<file path="src/design/scrub_map.svh">
`ifndef SCRUB_MAP_SVH
`define SCRUB_MAP_SVH

// clocking
`define SCRUB_SYS_CLK_MHZ 200
`define SCRUB_CFG_CLK_MAX_MHZ 50

// byte cycles of the load state per device size
`define SCRUB_LOAD_BYTES_SMALL 207972
`define SCRUB_LOAD_BYTES_MEDIUM 435312
`define SCRUB_LOAD_BYTES_LARGE 745596

// abort and disable state lengths in configuration clock cycles
`define SCRUB_ABORT_CYCLES 4
`define SCRUB_DISABLE_CYCLES 1

// widths
`define SCRUB_CNT_W_MIN 18
`define SCRUB_PORT_W 8
`define SCRUB_MEM_W 8

// interval timer, in system clock cycles (10 ms at 200 MHz)
`define SCRUB_INTERVAL_CYCLES 2000000

`endif

</file>
<file path="src/design/scrub_pkg.sv">
package scrub_pkg;

  typedef enum logic [2:0] {
    st_idle,
    st_pre_abort,
    st_load,
    st_abort,
    st_disable,
    st_hold
  } scrub_state_type;

endpackage

</file>
<file path="src/design/config_memory_scrub_controller.sv">
// Functional notes
// - replay from byte zero, stop after frame data
// - bytes sent unaltered, sequential reads only
// - abort after each scrub, optional leading abort
// - counter makes addresses, decode drives controls
// - port gets bytes, wide memory regrouped
// - address from counter, 18 bits for byte-wide memory, one less per doubling of width
// - port clock at most 50 MHz, divided
// - decode memory enables, select and write
// - memory output disabled during abort
// - select and write decoded separately
// - load state all low, per-size length
// - abort four cycles, only select low
// - disable one cycle, all controls high
// - one byte per port clock cycle
// - optional interval counter drives enable, clear
// - abort holds select low, write high, clocked
`timescale 1ns/1ps
`default_nettype none
`include "scrub_map.svh"

module config_memory_scrub_controller #(
  parameter int CNT_W = `SCRUB_CNT_W_MIN,
  parameter int MEM_W = `SCRUB_MEM_W,
  parameter int SYS_MHZ = `SCRUB_SYS_CLK_MHZ,
  parameter int DIV_LOG2 = ($clog2((SYS_MHZ + `SCRUB_CFG_CLK_MAX_MHZ - 1)
    / `SCRUB_CFG_CLK_MAX_MHZ) < 1) ? 1 :
    $clog2((SYS_MHZ + `SCRUB_CFG_CLK_MAX_MHZ - 1) / `SCRUB_CFG_CLK_MAX_MHZ),
  parameter logic [CNT_W-1:0] LOAD_BYTES = CNT_W'(`SCRUB_LOAD_BYTES_SMALL),
  parameter int TW = 32,
  parameter logic [TW-1:0] INTERVAL = TW'(`SCRUB_INTERVAL_CYCLES),
  parameter int ADDR_W = CNT_W - $clog2(MEM_W / `SCRUB_PORT_W)
) (
  input wire logic sys_clk,
  input wire logic rst,
  input wire logic scrub_ce,
  input wire logic scrub_clear,
  input wire logic auto_interval,
  input wire logic lead_abort,
  output logic [ADDR_W-1:0] mem_addr,
  input wire logic [MEM_W-1:0] mem_data,
  output logic mem_out_en_n,
  output logic mem_chip_en_n,
  output logic cfg_port_select_n,
  output logic cfg_port_write_n,
  output logic cfg_clock,
  output logic [`SCRUB_PORT_W-1:0] cfg_data,
  input wire logic cfg_busy,
  output var scrub_pkg::scrub_state_type scrub_state,
  output logic scrub_done
);
  import scrub_pkg::*;

  localparam int BPW = MEM_W / `SCRUB_PORT_W;
  localparam int PW = `SCRUB_PORT_W;
  localparam logic [DIV_LOG2-1:0] PH_LAST = '1;
  localparam logic [CNT_W-1:0] ABORT_N = CNT_W'(`SCRUB_ABORT_CYCLES);
  localparam logic [CNT_W-1:0] DIS_N = CNT_W'(`SCRUB_DISABLE_CYCLES);

  scrub_state_type state_r, state_nxt;
  logic [DIV_LOG2-1:0] phase_r, phase_nxt;
  logic [CNT_W-1:0] per_r, per_nxt;
  logic [CNT_W-1:0] fetch_r, fetch_nxt;
  logic live_r, live_nxt;
  logic [ADDR_W-1:0] addr_r, addr_nxt;
  logic [PW-1:0] data_r, data_nxt;
  logic clk_r, clk_nxt;
  logic oe_n_r, oe_n_nxt;
  logic ce_n_r, ce_n_nxt;
  logic cs_n_r, cs_n_nxt;
  logic wr_n_r, wr_n_nxt;
  logic done_r, done_nxt;

  logic tmr_ce, tmr_clear;
  logic ce_eff, clear_eff;
  logic push, pop, buf_clr;
  logic in_ready, out_valid;
  logic [PW-1:0] out_byte, mem_byte;
  logic fetch_more;
  int lane;

  // fixed-interval scrubbing replaces host pacing when selected
  scrub_interval_timer #(
    .TW(TW),
    .INTERVAL(INTERVAL)
  ) u_timer (
    .sys_clk(sys_clk),
    .rst(rst),
    .run(auto_interval),
    .scrub_ce(tmr_ce),
    .scrub_clear(tmr_clear)
  );

  // one source paces the counter: host or interval timer
  always_comb begin
    ce_eff = auto_interval ? tmr_ce : scrub_ce;
    clear_eff = auto_interval ? tmr_clear : scrub_clear;
  end

  // wide memory words split high byte first; sequential, no edits
  always_comb begin
    lane = int'(fetch_r % CNT_W'(BPW));
    mem_byte = PW'(mem_data >> (PW * (BPW - 1 - lane)));
  end

  // two entries absorb a port stall so no fetched byte is lost
  scrub_byte_buffer #(
    .W(PW),
    .DEPTH(2)
  ) u_buf (
    .sys_clk(sys_clk),
    .rst(rst),
    .clr(buf_clr),
    .in_valid(push),
    .in_ready(in_ready),
    .in_data(mem_byte),
    .out_valid(out_valid),
    .out_ready(pop),
    .out_data(out_byte)
  );

  // period engine, fetch side and state sequencing
  always_comb begin
    state_nxt = state_r;
    phase_nxt = phase_r;
    per_nxt = per_r;
    fetch_nxt = fetch_r;
    live_nxt = live_r;
    addr_nxt = addr_r;
    data_nxt = data_r;
    done_nxt = 1'b0;
    push = 1'b0;
    pop = 1'b0;
    buf_clr = 1'b0;
    fetch_more = (fetch_r < LOAD_BYTES);
    if (clear_eff) begin
      // synchronous restart; the next scrub replays from byte zero
      state_nxt = st_idle;
      phase_nxt = '0;
      per_nxt = '0;
      fetch_nxt = '0;
      live_nxt = 1'b0;
      addr_nxt = '0;
      buf_clr = 1'b1;
    end else if (ce_eff) begin
      unique case (state_r)
        st_idle: begin
          state_nxt = lead_abort ? st_pre_abort : st_load;
          phase_nxt = '0;
          per_nxt = '0;
          live_nxt = 1'b0;
        end
        st_hold: begin
          // stays put until a clear re-arms it
          state_nxt = st_hold;
        end
        default: begin
          phase_nxt = phase_r + DIV_LOG2'(1);
          // phase_r divides the clock; per_r counts bytes and cycles separately
          if (phase_r == '0) begin
            if (state_r == st_load) begin
              // a port clock is issued only for a byte on the pins
              live_nxt = out_valid && !cfg_busy;
              pop = live_nxt;
              if (live_nxt) begin
                data_nxt = out_byte;
              end
            end else begin
              live_nxt = 1'b1;
            end
          end
          if (phase_r == PH_LAST && live_r) begin
            per_nxt = per_r + CNT_W'(1);
            unique case (state_r)
              st_pre_abort: begin
                if (per_r == ABORT_N - CNT_W'(1)) begin
                  state_nxt = st_load;
                  per_nxt = '0;
                end
              end
              st_load: begin
                if (per_r == LOAD_BYTES - CNT_W'(1)) begin
                  state_nxt = st_abort;
                  per_nxt = '0;
                  buf_clr = 1'b1;
                end
              end
              st_abort: begin
                if (per_r == ABORT_N - CNT_W'(1)) begin
                  state_nxt = st_disable;
                  per_nxt = '0;
                end
              end
              st_disable: begin
                if (per_r == DIS_N - CNT_W'(1)) begin
                  state_nxt = st_hold;
                  per_nxt = '0;
                  done_nxt = 1'b1;
                end
              end
              default: begin
                per_nxt = per_r;
              end
            endcase
          end
          if (phase_r == PH_LAST && !live_r && state_r == st_load) begin
            live_nxt = 1'b0;
          end
          // fetch runs ahead of the port; buffer full stalls it
          if (state_r == st_load && fetch_more) begin
            if (phase_r == '0) begin
              addr_nxt = ADDR_W'(fetch_r / CNT_W'(BPW));
            end
            if (phase_r == PH_LAST) begin
              push = 1'b1;
              if (in_ready) begin
                fetch_nxt = fetch_r + CNT_W'(1);
              end
            end
          end
        end
      endcase
    end
  end

  // control decode from the next state, all outputs registered
  always_comb begin
    oe_n_nxt = 1'b1;
    ce_n_nxt = 1'b1;
    cs_n_nxt = 1'b1;
    wr_n_nxt = 1'b1;
    unique case (state_nxt)
      st_load: begin
        oe_n_nxt = 1'b0;
        ce_n_nxt = 1'b0;
        cs_n_nxt = 1'b0;
        wr_n_nxt = 1'b0;
      end
      st_pre_abort, st_abort: begin
        // memory off the shared data lines while the port resets
        oe_n_nxt = 1'b1;
        ce_n_nxt = 1'b1;
        cs_n_nxt = 1'b0;
        wr_n_nxt = 1'b1;
      end
      st_disable, st_hold, st_idle: begin
        oe_n_nxt = 1'b1;
        ce_n_nxt = 1'b1;
        cs_n_nxt = 1'b1;
        wr_n_nxt = 1'b1;
      end
    endcase
    clk_nxt = clk_r;
    if (clear_eff || state_nxt == st_idle || state_nxt == st_hold) begin
      clk_nxt = 1'b0;
    end else if (ce_eff) begin
      // high in the upper half of a live period, so at most sys/2^n
      clk_nxt = live_nxt && phase_nxt[DIV_LOG2-1];
    end
  end

  always_ff @(posedge sys_clk) begin
    if (rst) begin
      state_r <= st_idle;
      phase_r <= '0;
      per_r <= '0;
      fetch_r <= '0;
      live_r <= 1'b0;
      addr_r <= '0;
      data_r <= '0;
      clk_r <= 1'b0;
      oe_n_r <= 1'b1;
      ce_n_r <= 1'b1;
      cs_n_r <= 1'b1;
      wr_n_r <= 1'b1;
      done_r <= 1'b0;
    end else begin
      state_r <= state_nxt;
      phase_r <= phase_nxt;
      per_r <= per_nxt;
      fetch_r <= fetch_nxt;
      live_r <= live_nxt;
      addr_r <= addr_nxt;
      data_r <= data_nxt;
      clk_r <= clk_nxt;
      oe_n_r <= oe_n_nxt;
      ce_n_r <= ce_n_nxt;
      cs_n_r <= cs_n_nxt;
      wr_n_r <= wr_n_nxt;
      done_r <= done_nxt;
    end
  end

  // outputs straight from flops
  assign mem_addr = addr_r;
  assign mem_out_en_n = oe_n_r;
  assign mem_chip_en_n = ce_n_r;
  assign cfg_port_select_n = cs_n_r;
  assign cfg_port_write_n = wr_n_r;
  assign cfg_clock = clk_r;
  assign cfg_data = data_r;
  assign scrub_state = state_r;
  assign scrub_done = done_r;

endmodule

`default_nettype wire

</file>
<file path="src/design/scrub_byte_buffer.sv">
`timescale 1ns/1ps
`default_nettype none

module scrub_byte_buffer #(
  parameter int W = 8,
  parameter int DEPTH = 2
) (
  input wire logic sys_clk,
  input wire logic rst,
  input wire logic clr,
  input wire logic in_valid,
  output logic in_ready,
  input wire logic [W-1:0] in_data,
  output logic out_valid,
  input wire logic out_ready,
  output logic [W-1:0] out_data
);

  localparam int PW = (DEPTH > 1) ? $clog2(DEPTH) : 1;

  logic [W-1:0] mem_r [DEPTH];
  logic [W-1:0] mem_nxt [DEPTH];
  logic [PW-1:0] wr_r, wr_nxt, rd_r, rd_nxt;
  logic [PW:0] cnt_r, cnt_nxt;
  logic do_wr, do_rd;

  assign in_ready = (cnt_r != (PW+1)'(DEPTH));
  assign out_valid = (cnt_r != '0);
  assign out_data = mem_r[rd_r];

  // pointer wrap written out so DEPTH need not be a power of two
  always_comb begin
    do_wr = in_valid && in_ready;
    do_rd = out_valid && out_ready;
    mem_nxt = mem_r;
    wr_nxt = wr_r;
    rd_nxt = rd_r;
    cnt_nxt = cnt_r;
    if (do_wr) begin
      mem_nxt[wr_r] = in_data;
      wr_nxt = (wr_r == PW'(DEPTH - 1)) ? '0 : wr_r + PW'(1);
    end
    if (do_rd) begin
      rd_nxt = (rd_r == PW'(DEPTH - 1)) ? '0 : rd_r + PW'(1);
    end
    if (do_wr && !do_rd) begin
      cnt_nxt = cnt_r + (PW+1)'(1);
    end else if (do_rd && !do_wr) begin
      cnt_nxt = cnt_r - (PW+1)'(1);
    end
    if (clr) begin
      wr_nxt = '0;
      rd_nxt = '0;
      cnt_nxt = '0;
    end
  end

  // storage carries no reset, only the pointers and the count do
  always_ff @(posedge sys_clk) begin
    mem_r <= mem_nxt;
    if (rst) begin
      wr_r <= '0;
      rd_r <= '0;
      cnt_r <= '0;
    end else begin
      wr_r <= wr_nxt;
      rd_r <= rd_nxt;
      cnt_r <= cnt_nxt;
    end
  end

endmodule

`default_nettype wire

</file>
<file path="src/design/scrub_interval_timer.sv">
`timescale 1ns/1ps
`default_nettype none
`include "scrub_map.svh"

module scrub_interval_timer #(
  parameter int TW = 32,
  parameter logic [TW-1:0] INTERVAL = TW'(`SCRUB_INTERVAL_CYCLES)
) (
  input wire logic sys_clk,
  input wire logic rst,
  input wire logic run,
  output logic scrub_ce,
  output logic scrub_clear
);

  logic [TW-1:0] tick_r, tick_nxt;
  logic ce_r, ce_nxt;
  logic clear_r, clear_nxt;

  assign scrub_ce = ce_r;
  assign scrub_clear = clear_r;

  // terminal count restarts both counters with one synchronous clear
  always_comb begin
    tick_nxt = tick_r;
    ce_nxt = ce_r;
    clear_nxt = 1'b0;
    if (!run) begin
      tick_nxt = '0;
      ce_nxt = 1'b0;
    end else if (tick_r == INTERVAL - TW'(1)) begin
      tick_nxt = '0;
      clear_nxt = 1'b1;
      ce_nxt = 1'b1;
    end else begin
      tick_nxt = tick_r + TW'(1);
    end
  end

  always_ff @(posedge sys_clk) begin
    if (rst) begin
      tick_r <= '0;
      ce_r <= 1'b0;
      clear_r <= 1'b0;
    end else begin
      tick_r <= tick_nxt;
      ce_r <= ce_nxt;
      clear_r <= clear_nxt;
    end
  end

endmodule

`default_nettype wire

</file>
<file path="config.mk">
export PLATFORM = sky130hd
export DESIGN_NAME = config_memory_scrub_controller
export DESIGN_NICKNAME = d
export VERILOG_FILES = /design/src/design/scrub_pkg.sv /design/src/design/config_memory_scrub_controller.sv /design/src/design/scrub_byte_buffer.sv /design/src/design/scrub_interval_timer.sv
export VERILOG_INCLUDE_DIRS = /design/src /design/src/design
export SDC_FILE = /design/constraint.sdc
export NUM_CORES = 1
export LEC_CHECK = 0
export BUFFER_PORTS_ARGS = -buffer_cell sky130_fd_sc_hd__buf_2
export CORE_AREA = 3 3 103 105
export DETAILED_ROUTE_END_ITERATION = 10
export DIE_AREA = 0 0 106 108
export PLACE_DENSITY = 0.78
export SYNTH_ARGS = -nofsm -noshare
export SYNTH_HDL_FRONTEND = slang
export SYNTH_HIERARCHICAL = 1
export SYNTH_SLANG_ARGS = --single-unit
</file>
<file path="constraint.sdc">
create_clock -name sys_clk -period 5.1 [get_ports sys_clk]
set_input_delay 1.53 -clock sys_clk [delete_from_list [all_inputs] [get_ports sys_clk]]
set_output_delay 1.53 -clock sys_clk [all_outputs]
set_load 0.02 [all_outputs]
</file>
# After elaboration in Yosys (flattened, before gate mapping)
# Index checks and enable logic that the tools add are counted.
# classes
n_reduce_logical,41
mul,0
div,0
addsub,8
n_eq_ne,15
n_mux,57
n_shift,0
bitwise,9
n_lt_le_gt_ge,4
# ops
op,count
$mux 18,4
$pmux 18 s3,1
$add 18x1->18 const B,2
$pmux 18 s2,1
$add 32x1->32 const B,1
$eq 32x21->1 const B,1
$mux 8,4
$mux 1,27
$mux 3,7
$eq 18x18->1 const B,1
$eq 18x2->1 const B,1
$logic_not 18->1,1
$lt 18x18->1 const B,1
$bwmux 16,1
$eq 3x2->1 const B,4
$eq 3x3->1 const B,4
$pmux 3 s4,1
$reduce_or 2->1,6
$logic_and 1x1->1,11
$mux 2,5
$reduce_or 3->1,3
$demux 8 s1,1
$reduce_and 4->1,2
$not 1->1,7
other kinds (23),37
# totals
ramBits,0
reg_bits,126
elab_cells,154
input_bits,15
romBits,0
memories,0
latchBits,0
out_inout_bits,35

# Longest topological paths before layout
# Gate-level depths: netlist (run 1).
# depth
word_depth,11
ltp_mapped,11
mapped_depth_nobuf,9

# Cells and area by module
# The synthesis (run 1) kept the hierarchy.
# by_module_without_submodules
mod,seq_area_each_um2,cells_each,area_per_inst_um2,instances
config_memory_scrub_controller,1441.4,378,3447.1,1
scrub_interval_timer,680.7,178,1639.1,1
scrub_byte_buffer,560.5,48,788.3,1

# Worst setup path before layout (run 1)
# No wires, ideal clock.
# synth_timing
path_type,input -> register
from,input port auto_interval
to,register u_buf.cnt_r[1]
path_slack_ps,1539
n_path_buf,1
required_ps,5030
setup_time_ps,70
cell_stages,9
arrival_time_ps,3492
cell_sequence,mux2i_1 -> a221oi_4 -> nand3_4 -> nor3_1 -> buf_4 -> o21ai_0 -> ha_1 -> or3_1 -> a21oi_1
# synth_between
elab_chain_len,7
elab_cells_between_ends,17
classes_between,mux (9); reduce/logical (8)
# synth_rtl
element,line,source
from (decl),config_memory_scrub_controller.sv:38,"input wire logic auto_interval,"
$mux 1,config_memory_scrub_controller.sv:96,ce_eff = auto_interval ? tmr_ce : scrub_ce;
$mux 1,config_memory_scrub_controller.sv:145,end else if (ce_eff) begin
$mux 1 (*),config_memory_scrub_controller.sv:136,if (clear_eff) begin
named net pop,config_memory_scrub_controller.sv:76,"logic push, pop, buf_clr;"
$logic_and 1x1->1 (*),scrub_byte_buffer.sv:34,do_rd = out_valid && out_ready;
$logic_not 1->1,scrub_byte_buffer.sv:46,if (do_wr && !do_rd) begin
$logic_and 1x1->1,scrub_byte_buffer.sv:46,
$mux 2 / $reduce_bool 2->1 (equally long branches),-,
to (signal assigned),scrub_byte_buffer.sv:68,cnt_r <= cnt_nxt;
to (decl),scrub_byte_buffer.sv:24,"logic [PW:0] cnt_r, cnt_nxt;"
# Mark *: on every way through the listed nets, which the timed path passes. The rest lies on a longest branch.
# A chain may end at the register's enable or synchronous reset.

# Worst setup path after layout (run 1)
# layout_timing
from,input port auto_interval
to,register u_buf.cnt_r[1]
# layout_between
elab_chain_len,7
elab_cells_between_ends,17
classes_between,mux (9); reduce/logical (8)
# layout_rtl
element,line
$mux 1,config_memory_scrub_controller.sv:96
$mux 1,config_memory_scrub_controller.sv:145
$mux 1,config_memory_scrub_controller.sv:136
$logic_and 1x1->1 (on tied branches),"scrub_byte_buffer.sv:34, scrub_byte_buffer.sv:33"
$logic_not 1->1 (on tied branches),"scrub_byte_buffer.sv:46, scrub_byte_buffer.sv:48"
$logic_and 1x1->1 (on tied branches),"scrub_byte_buffer.sv:46, scrub_byte_buffer.sv:48"
$mux 2 / $reduce_bool 2->1 (equally long branches),-
# Parallel ways exist; a longest one is shown, timed or not.

==> results.py, run 1 <==
metrics = {
    "synth": {
        "ys_top_cells_by_count": "110 x dfxtp_1, 90 x nor2_1, 31 x nand2_1, 31 x xnor2_1, 28 x mux2i_1",
        "yosysMostFrequentCell": "dfxtp_1",
        "synth_top_area_share_pct": 37.5,
        "synth_compound_area_share_pct": 9.44,
        "ys_seq_elements": 126,
        "synth_flop_cell": "dfxtp_1",
        "avgSynthCellArea_sq_um": 9.73,
        "synth_xor_area_share_pct": 7.16,
        "mappedNetlistArea_sq_um": 5870,
        "post-synth-top-area-cell": "dfxtp_1",
        "postSynthCellCount": 604,
        "synth_top_family_by_area": "simple AND/OR/NAND/NOR gates",
        "synth_edf_count": 16,
        "yosys.area_share.simple_pct": 25.5,
        "syn_nets": 626,
        "postSynth.asyncResetShare_pct": 0,
        "synth_cell_types": 69,
        "synth-seq-area-share_pct": 45.7,
        "synth_warnings": 6,
        "synth_adder_area_share_pct": 1.66,
        "synth_mux_area_share_pct": 6.69,
        "synth.area.top_cells": "dfxtp_1 37%, edfxtp_1 8.2%, nor2_1 5.8%, mux2i_1 4.8%, xnor2_1 4.6%",
    },
    "worst_setup_path": {
        "worstSetupPathType": "in -> reg",
        "cp_max_fo": 9,
        "crit_arrival_ps": 3940,
        "required_ps": 5560,
        "end_kind": "flip-flop",
        "startpoint": "auto_interval",
        "r2r_start": "scrub_state[2]$_SDFF_PP0_",
        "start_kind": "input pin",
    },
    "cts": {
        "cts_sinks": 126,
        "clock_latency_ps": 530,
        "cts.clk_slew.worst_paths_ps": 50,
        "cts_hold_buffers": 0,
        "tritoncts": "built",
        "clockRootBuffer": "clkbuf_8",
        "post_cts_resized": 0,
        "clock_path_buffers": 2,
        "cts_max_level": 4,
        "cts_post_setup_buffers_inserted": 0,
        "cts_made_buffers": 17,
    },
    "floorplan": {
        "die_area_sq_um": 11400,
        "std_cell_rows": 36,
        "start_util_pct": 60.4,
        "die_h_microns": 108,
        "core_sq_um": 9730,
        "pin_count": 50,
        "die_x_microns": 106,
    },
    "run": {
        "drv_cap": 0,
    },
    "global_routing": {
        "grt_max_degree": 37,
        "grt_pass1_wl_mm": 20.1,
        "overflow": 0,
        "antenna_found_initial": 0,
        "first_global_vias": 4296,
        "grt_usage_pct": 21.9,
    },
    "finish": {
        "syn2layout_area_growth_pct": 13.9,
        "fin_area_sq_um": 6690,
        "fillers": 778,
        "finalNonFillerCells": 797,
        "final_nets": 673,
        "drive_above_1_share_pct": 18.5,
        "diodes": 0,
    },
    "routing": {
        "dr_total_vias": 4548,
        "drc": 0,
        "wirelength_mm": 11.9,
        "drtPass1Iterations": 4,
        "ant_nets": 0,
        "dr.first_iter.drc_count": 288,
        "vias_per_cell": 5.71,
        "wire_per_inst_microns": 14.9,
    },
    "worst_hold_path": {
        "min_from": "u_timer/tick_r[0]$_SDFF_PP0_",
        "min_path_type": "reg -> reg",
    },
    "power_and_ir_drop": {
        "p_per_area_nw_per_um2": 321,
        "finalPower_w": 0.00214,
        "power_leakage_nw": 2.34,
        "max-vdd-ir-drop_mv": 0.331,
    },
    "timing": {
        "whs_ps": 462,
        "rsz0062_at_grt": "false",
        "finalSetupViolations": 0,
        "fin_setup_tns_ps": 0,
        "fin_crit_ps": 3480,
        "hold_viol": 0,
        "fin_skew_ps": 6.92,
        "worst_pin_slew_ps": 876,
        "relSlewSlack_pct": 41.4,
        "fin_crit_sh_pct": 68.2,
        "drv_slew": 0,
        "fmax_ghz": 0.288,
    },
    "placed_design": {
        "place_area_sq_um": 6160,
        "place_inst": 765,
        "dp_hpwl_mm": 8.01,
        "portBuffers": 49,
        "gp_congestion": 0.900,
    },
    "outcome": {
        "outcome": "complete, no violations",
    },
}
-- worst max-delay path: stages --
cell      delay (ps)
buf_2            140
mux2i_1          220
a221oi_4         390
nand3_4          150
nor3_1           190
buf_4            230
o21ai_0          190
ha_1             360
or3_1            380
a21oi_1          150
-- state kept, by name (all words and copies together) (netlist names), 2 cells and up --
| register | flops |
|---|---|
| u_timer/tick_r | 32 |
| fetch_r | 18 |
| mem_addr | 18 |
| per_r | 18 |
| u_buf/mem_r | 16 |
| cfg_data | 8 |
| scrub_state | 3 |
| phase_r | 2 |
| u_buf/cnt_r | 2 |
-- kinds of logic (layout without fill, tap and decap cells) --
family | after synthesis | in the layout
AOI/OAI and AO/OA | 74 | 74
xor gates and xnor gates | 48 | 48
adders and majority gates | 8 | 8
buffers and inverters | 43 | 103
DFF | 126 | 126
muxes | 38 | 38
and+or+nand+nor | 267 | 267
-- cells in the final DEF, fill, tap and decap left out, types with 4 or more instances in the layout --
cell type / netlist / routed
nand2_1: 31 / 31
nor4_1: 11 / 11
a21oi_1: 18 / 18
o31ai_1: 11 / 11
buf_2: 10 / 49
nor3_1: 17 / 17
nand4_1: 15 / 15
o21ai_0: 12 / 12
xor2_1: 17 / 17
and4_1: 7 / 7
inv_1: 18 / 18
buf_4: 4 / 4
or3_1: 9 / 9
nand2b_1: 4 / 4
and3_1: 13 / 13
nand3_1: 25 / 25
and2_1: 4 / 4
edfxtp_1: 16 / 16
mux2_2: 10 / 10
or4_4: 5 / 5
clkinv_1: 0 / 7
nor2_1: 90 / 90
mux2i_1: 28 / 28
dfxtp_1: 110 / 110
clkbuf_16: 0 / 16
or4_1: 5 / 5
ha_1: 7 / 7
xnor2_1: 31 / 31
a31oi_1: 4 / 4
nor4_2: 6 / 6
a21oi_2: 5 / 5
-- through the flow --
stage | setup slack, ps | utilization (%)
after floorplan | 1540 | -
after global placement | 1220 | 63.4
after detailed placement | 1100 | 63.4
after CTS | 1630 | 68.8
after global routing | 1440 | 68.8
final | 1620 | 68.8
-- area by class of cell --
cell class / count / area [sq um] / area share, %
clock inverters: 12 / 101 / 1.51
flip-flops and latches: 126 / 2680 / 40.1
inverters: 18 / 67.6 / 1.01
clock buffers: 20 / 425 / 6.36
repair buffers: 53 / 275 / 4.11
well taps: 133 / 166 / 2.49
multi-input cells: 435 / 2970 / 44.4
-- final timing paths --
check	to	slack [ps]	cells after the start
max	u_buf/cnt_r[1]$_SDFFE_PP0P_	1620	10
min	u_timer/tick_r[0]$_SDFF_PP0_	460	1
max reg2reg	u_buf/cnt_r[1]$_SDFFE_PP0P_	2110	9
min reg2reg	u_timer/tick_r[0]$_SDFF_PP0_	460	1
-- report_power, final --
part           internal (W)  switching, W
Sequential          0.00101    0.00000317
Combinational     0.0000180     0.0000382
Clock              0.000678      0.000399
Total               0.00170      0.000440
-- routing by layer --
metal | vias up | track usage (%) | wire length, microns
met5 | - | 0 | 0
met1 | 2163 | 26.9 | 5280
met2 | 110 | 36.8 | 5830
li1 | 2260 | - | -
met3 | 15 | 5.67 | 572
met4 | 0 | 8.88 | 206
No activity file was read; power rests on OpenSTA's default activity.
==> run 2, diff against run 1 <==
--- a/config.mk
+++ b/config.mk
@@ -6,11 +6,12 @@
 export SDC_FILE = /design/constraint.sdc
 export NUM_CORES = 1
 export LEC_CHECK = 0
+export ABC_AREA = 1
 export BUFFER_PORTS_ARGS = -buffer_cell sky130_fd_sc_hd__buf_2
-export CORE_AREA = 3 3 103 105
+export CORE_AREA = 3 3 114 116
 export DETAILED_ROUTE_END_ITERATION = 10
-export DIE_AREA = 0 0 106 108
-export PLACE_DENSITY = 0.78
+export DIE_AREA = 0 0 117 119
+export PLACE_DENSITY = 0.74
 export SYNTH_ARGS = -nofsm -noshare
 export SYNTH_HDL_FRONTEND = slang
 export SYNTH_HIERARCHICAL = 1
==> constraint.sdc (replaced) <==
create_clock -name sys_clk -period 2.9 [get_ports sys_clk]
set_input_delay 0.87 -clock sys_clk [delete_from_list [all_inputs] [get_ports sys_clk]]
set_output_delay 0.87 -clock sys_clk [all_outputs]
set_load 0.02 [all_outputs]
==> run 2 against run 1 <==
Compared with the run above: cell count rose by 44%; global-route usage fell by 0.89 points; register-to-register slack got worse by 1300 ps; final area rose by 13%; sequential cell count did not move; power rose by 99%; critical endpoint unchanged.
==> results.py, run 2 <==
metrics = {
    "timing": {
        "drv_slew": 0,
        "fin_crit_sh_pct": 74.1,
        "fin_crit_ps": 2150,
        "worst_pin_slew_ps": 508,
        "finalSetupViolations": 0,
        "relSlewSlack_pct": 66.0,
        "rsz0062_at_grt": "false",
        "fin_setup_tns_ps": 0,
        "fin_skew_ps": 7.43,
        "fmax_ghz": 0.466,
        "hold_viol": 0,
    },
    "finish": {
        "largest_reg_flops": 32,
        "fin_area_sq_um": 7560,
        "fin_util_pct": 62.9,
        "most-common-layout-cells": "253 x nand2_1, 138 x nor2_1, 110 x dfxtp_1",
        "syn2layout_area_growth_pct": 15.3,
        "finalNonFillerCells": 1150,
        "top_register": "u_timer/tick_r",
        "final_nets": 1011,
        "drive_above_1_share_pct": 14.1,
        "layout_commonest_cell": "nand2_1",
        "fillers": 1116,
    },
    "floorplan": {
        "core_sq_um": 12000,
        "die_h_microns": 119,
        "pin_count": 50,
        "die_x_microns": 117,
        "start_util_pct": 54.6,
        "die_area_sq_um": 13900,
        "std_cell_rows": 40,
    },
    "global_routing": {
        "first_global_vias": 5317,
        "antenna_found_initial": 1,
        "grt_max_degree": 33,
        "grt_pass1_wl_mm": 23.7,
        "grt_usage_pct": 21.0,
        "overflow": 0,
    },
    "worst_setup_path": {
        "crit_arrival_ps": 2500,
        "required_ps": 3250,
        "crit_chain": "buf_2 > inv_1 > nand2_1 > nand2_2 > nor2_4 > inv_2 > nor3_4 > nand2_1 > nor2_1 > nand2_4 > clkinv_2 > ha_1 > inv_1 > nand3_1 > nand2_1 > inv_1 > nor2_1",
        "max_stage_delay_ps": 220,
        "end_kind": "flip-flop",
        "cp_max_fo": 5,
        "worstSetupPathType": "in -> reg",
        "start_kind": "input pin",
        "crit_slowest_cell": "ha_1",
    },
    "cts": {
        "cts_made_buffers": 17,
        "cts_sinks": 126,
        "cts_hold_buffers": 0,
        "post_cts_resized": 0,
        "clock_latency_ps": 410,
        "tritoncts": "built",
        "cts_max_level": 4,
        "clockRootBuffer": "clkbuf_16",
        "cts.clk_slew.worst_paths_ps": 60,
        "clock_path_buffers": 2,
        "cts_post_setup_buffers_inserted": 0,
    },
    "synth": {
        "synth.area.top_cells": "dfxtp_1 34%, nand2_1 14%, nor2_1 7.9%, edfxtp_1 7.3%, inv_1 5.8%",
        "synth_edf_count": 16,
        "yosysMostFrequentCell": "nand2_1",
        "synth_warnings": 6,
        "syn_nets": 954,
        "synth_flop_cell": "dfxtp_1",
        "ys_top_cells_by_count": "253 x nand2_1, 138 x nor2_1, 110 x dfxtp_1, 102 x inv_1, 68 x a21oi_1",
        "postSynthCellCount": 932,
        "avgSynthCellArea_sq_um": 7.03,
        "ys_seq_elements": 126,
        "mappedNetlistArea_sq_um": 6560,
        "postSynth.asyncResetShare_pct": 0,
        "synth-seq-area-share_pct": 40.9,
        "post-synth-top-area-cell": "dfxtp_1",
        "synth_top_area_share_pct": 33.6,
        "synth_cell_types": 42,
    },
    "placed_design": {
        "dp_hpwl_mm": 9.84,
        "gp_congestion": 0.879,
        "place_area_sq_um": 6900,
        "portBuffers": 49,
        "place_inst": 1117,
    },
    "power_and_ir_drop": {
        "p_per_area_nw_per_um2": 565,
        "max-vdd-ir-drop_mv": 0.650,
        "finalPower_w": 0.00427,
        "power_leakage_nw": 2.92,
    },
    "routing": {
        "dr.first_iter.drc_count": 390,
        "drc": 0,
        "wire_per_inst_microns": 11.9,
        "drtPass1Iterations": 5,
        "wirelength_mm": 13.6,
        "vias_per_cell": 5.02,
        "ant_nets": 0,
        "dr_total_vias": 5773,
    },
    "run": {
        "drv_cap": 0,
    },
    "outcome": {
        "outcome": "complete, no violations",
    },
    "worst_hold_path": {
        "min_path_type": "reg -> reg",
    },
}
==> run 2: critical path, delay by kind of cell <==
kind,cells,cell delay [ps]
buffers and inverters,6,410
AND/OR/NAND/NOR,10,1000
adder cells (fa/ha/maj),1,220
==> run 2: final timing paths <==
check	from	endpoint	slack [ps]	cells past startpoint
worst max-delay path	auto_interval	u_buf/cnt_r[1]$_SDFFE_PP0P_	750	17
worst min-delay path	mem_addr[16]$_SDFFE_PP0P_	mem_addr[16]$_SDFFE_PP0P_	440	2
worst max register to register	scrub_state[1]$_SDFF_PP0_	u_buf/cnt_r[1]$_SDFFE_PP0P_	820	16
worst min register to register	mem_addr[16]$_SDFFE_PP0P_	mem_addr[16]$_SDFFE_PP0P_	440	2
==> run 2: cell families (layout without fill, tap and decap cells) <==
logic type	Yosys count	after routing	synth area share, %
buffers and inverters	133	203	8.84
AO/OA/AOI/OAI	107	107	8.57
AND/OR/NAND/NOR	526	526	35.9
XOR/XNOR	33	33	4.41
flip-flops	126	126	40.9
other	0	1	0
adder cells (fa/ha/maj)	7	7	1.34
==> run 2: final cells by class <==
cell class	count	area (sq um)	area share [%]
antenna	1	2.50	0.0331
clock buffer	17	425	5.63
clock inverter	15	233	3.08
inverter	114	432	5.71
multi-input combinational	673	3290	43.6
sequential	126	2680	35.5
tap	147	184	2.43
timing repair buffer	57	305	4.04
==> run 2: power breakdown <==
part	internal, W	total (W)	switching [W]	leakage [nW]
combinational	0.0000419	0.000146	0.000105	1.57
sequential	0.00177	0.00178	0.00000800	1.03
clock	0.00154	0.00234	0.000803	0.319
==> run 2: per-stage QoR <==
stage               hold WS (ps)  setup WS, ps
floorplan                    417           460
global placement             430           352
detailed placement           439           332
CTS                          447           759
global route                 468           513
finish                       443           753
==> run 2: per-layer routing <==
metal  up-vias  global-route usage, %  wire length, microns
li1       3066                      -                     -
met1      2580                   27.1                  6430
met2       101                   33.3                  6450
met3        24                   6.10                   497
met4         2                   7.17                   246
met5         -                      0                    13
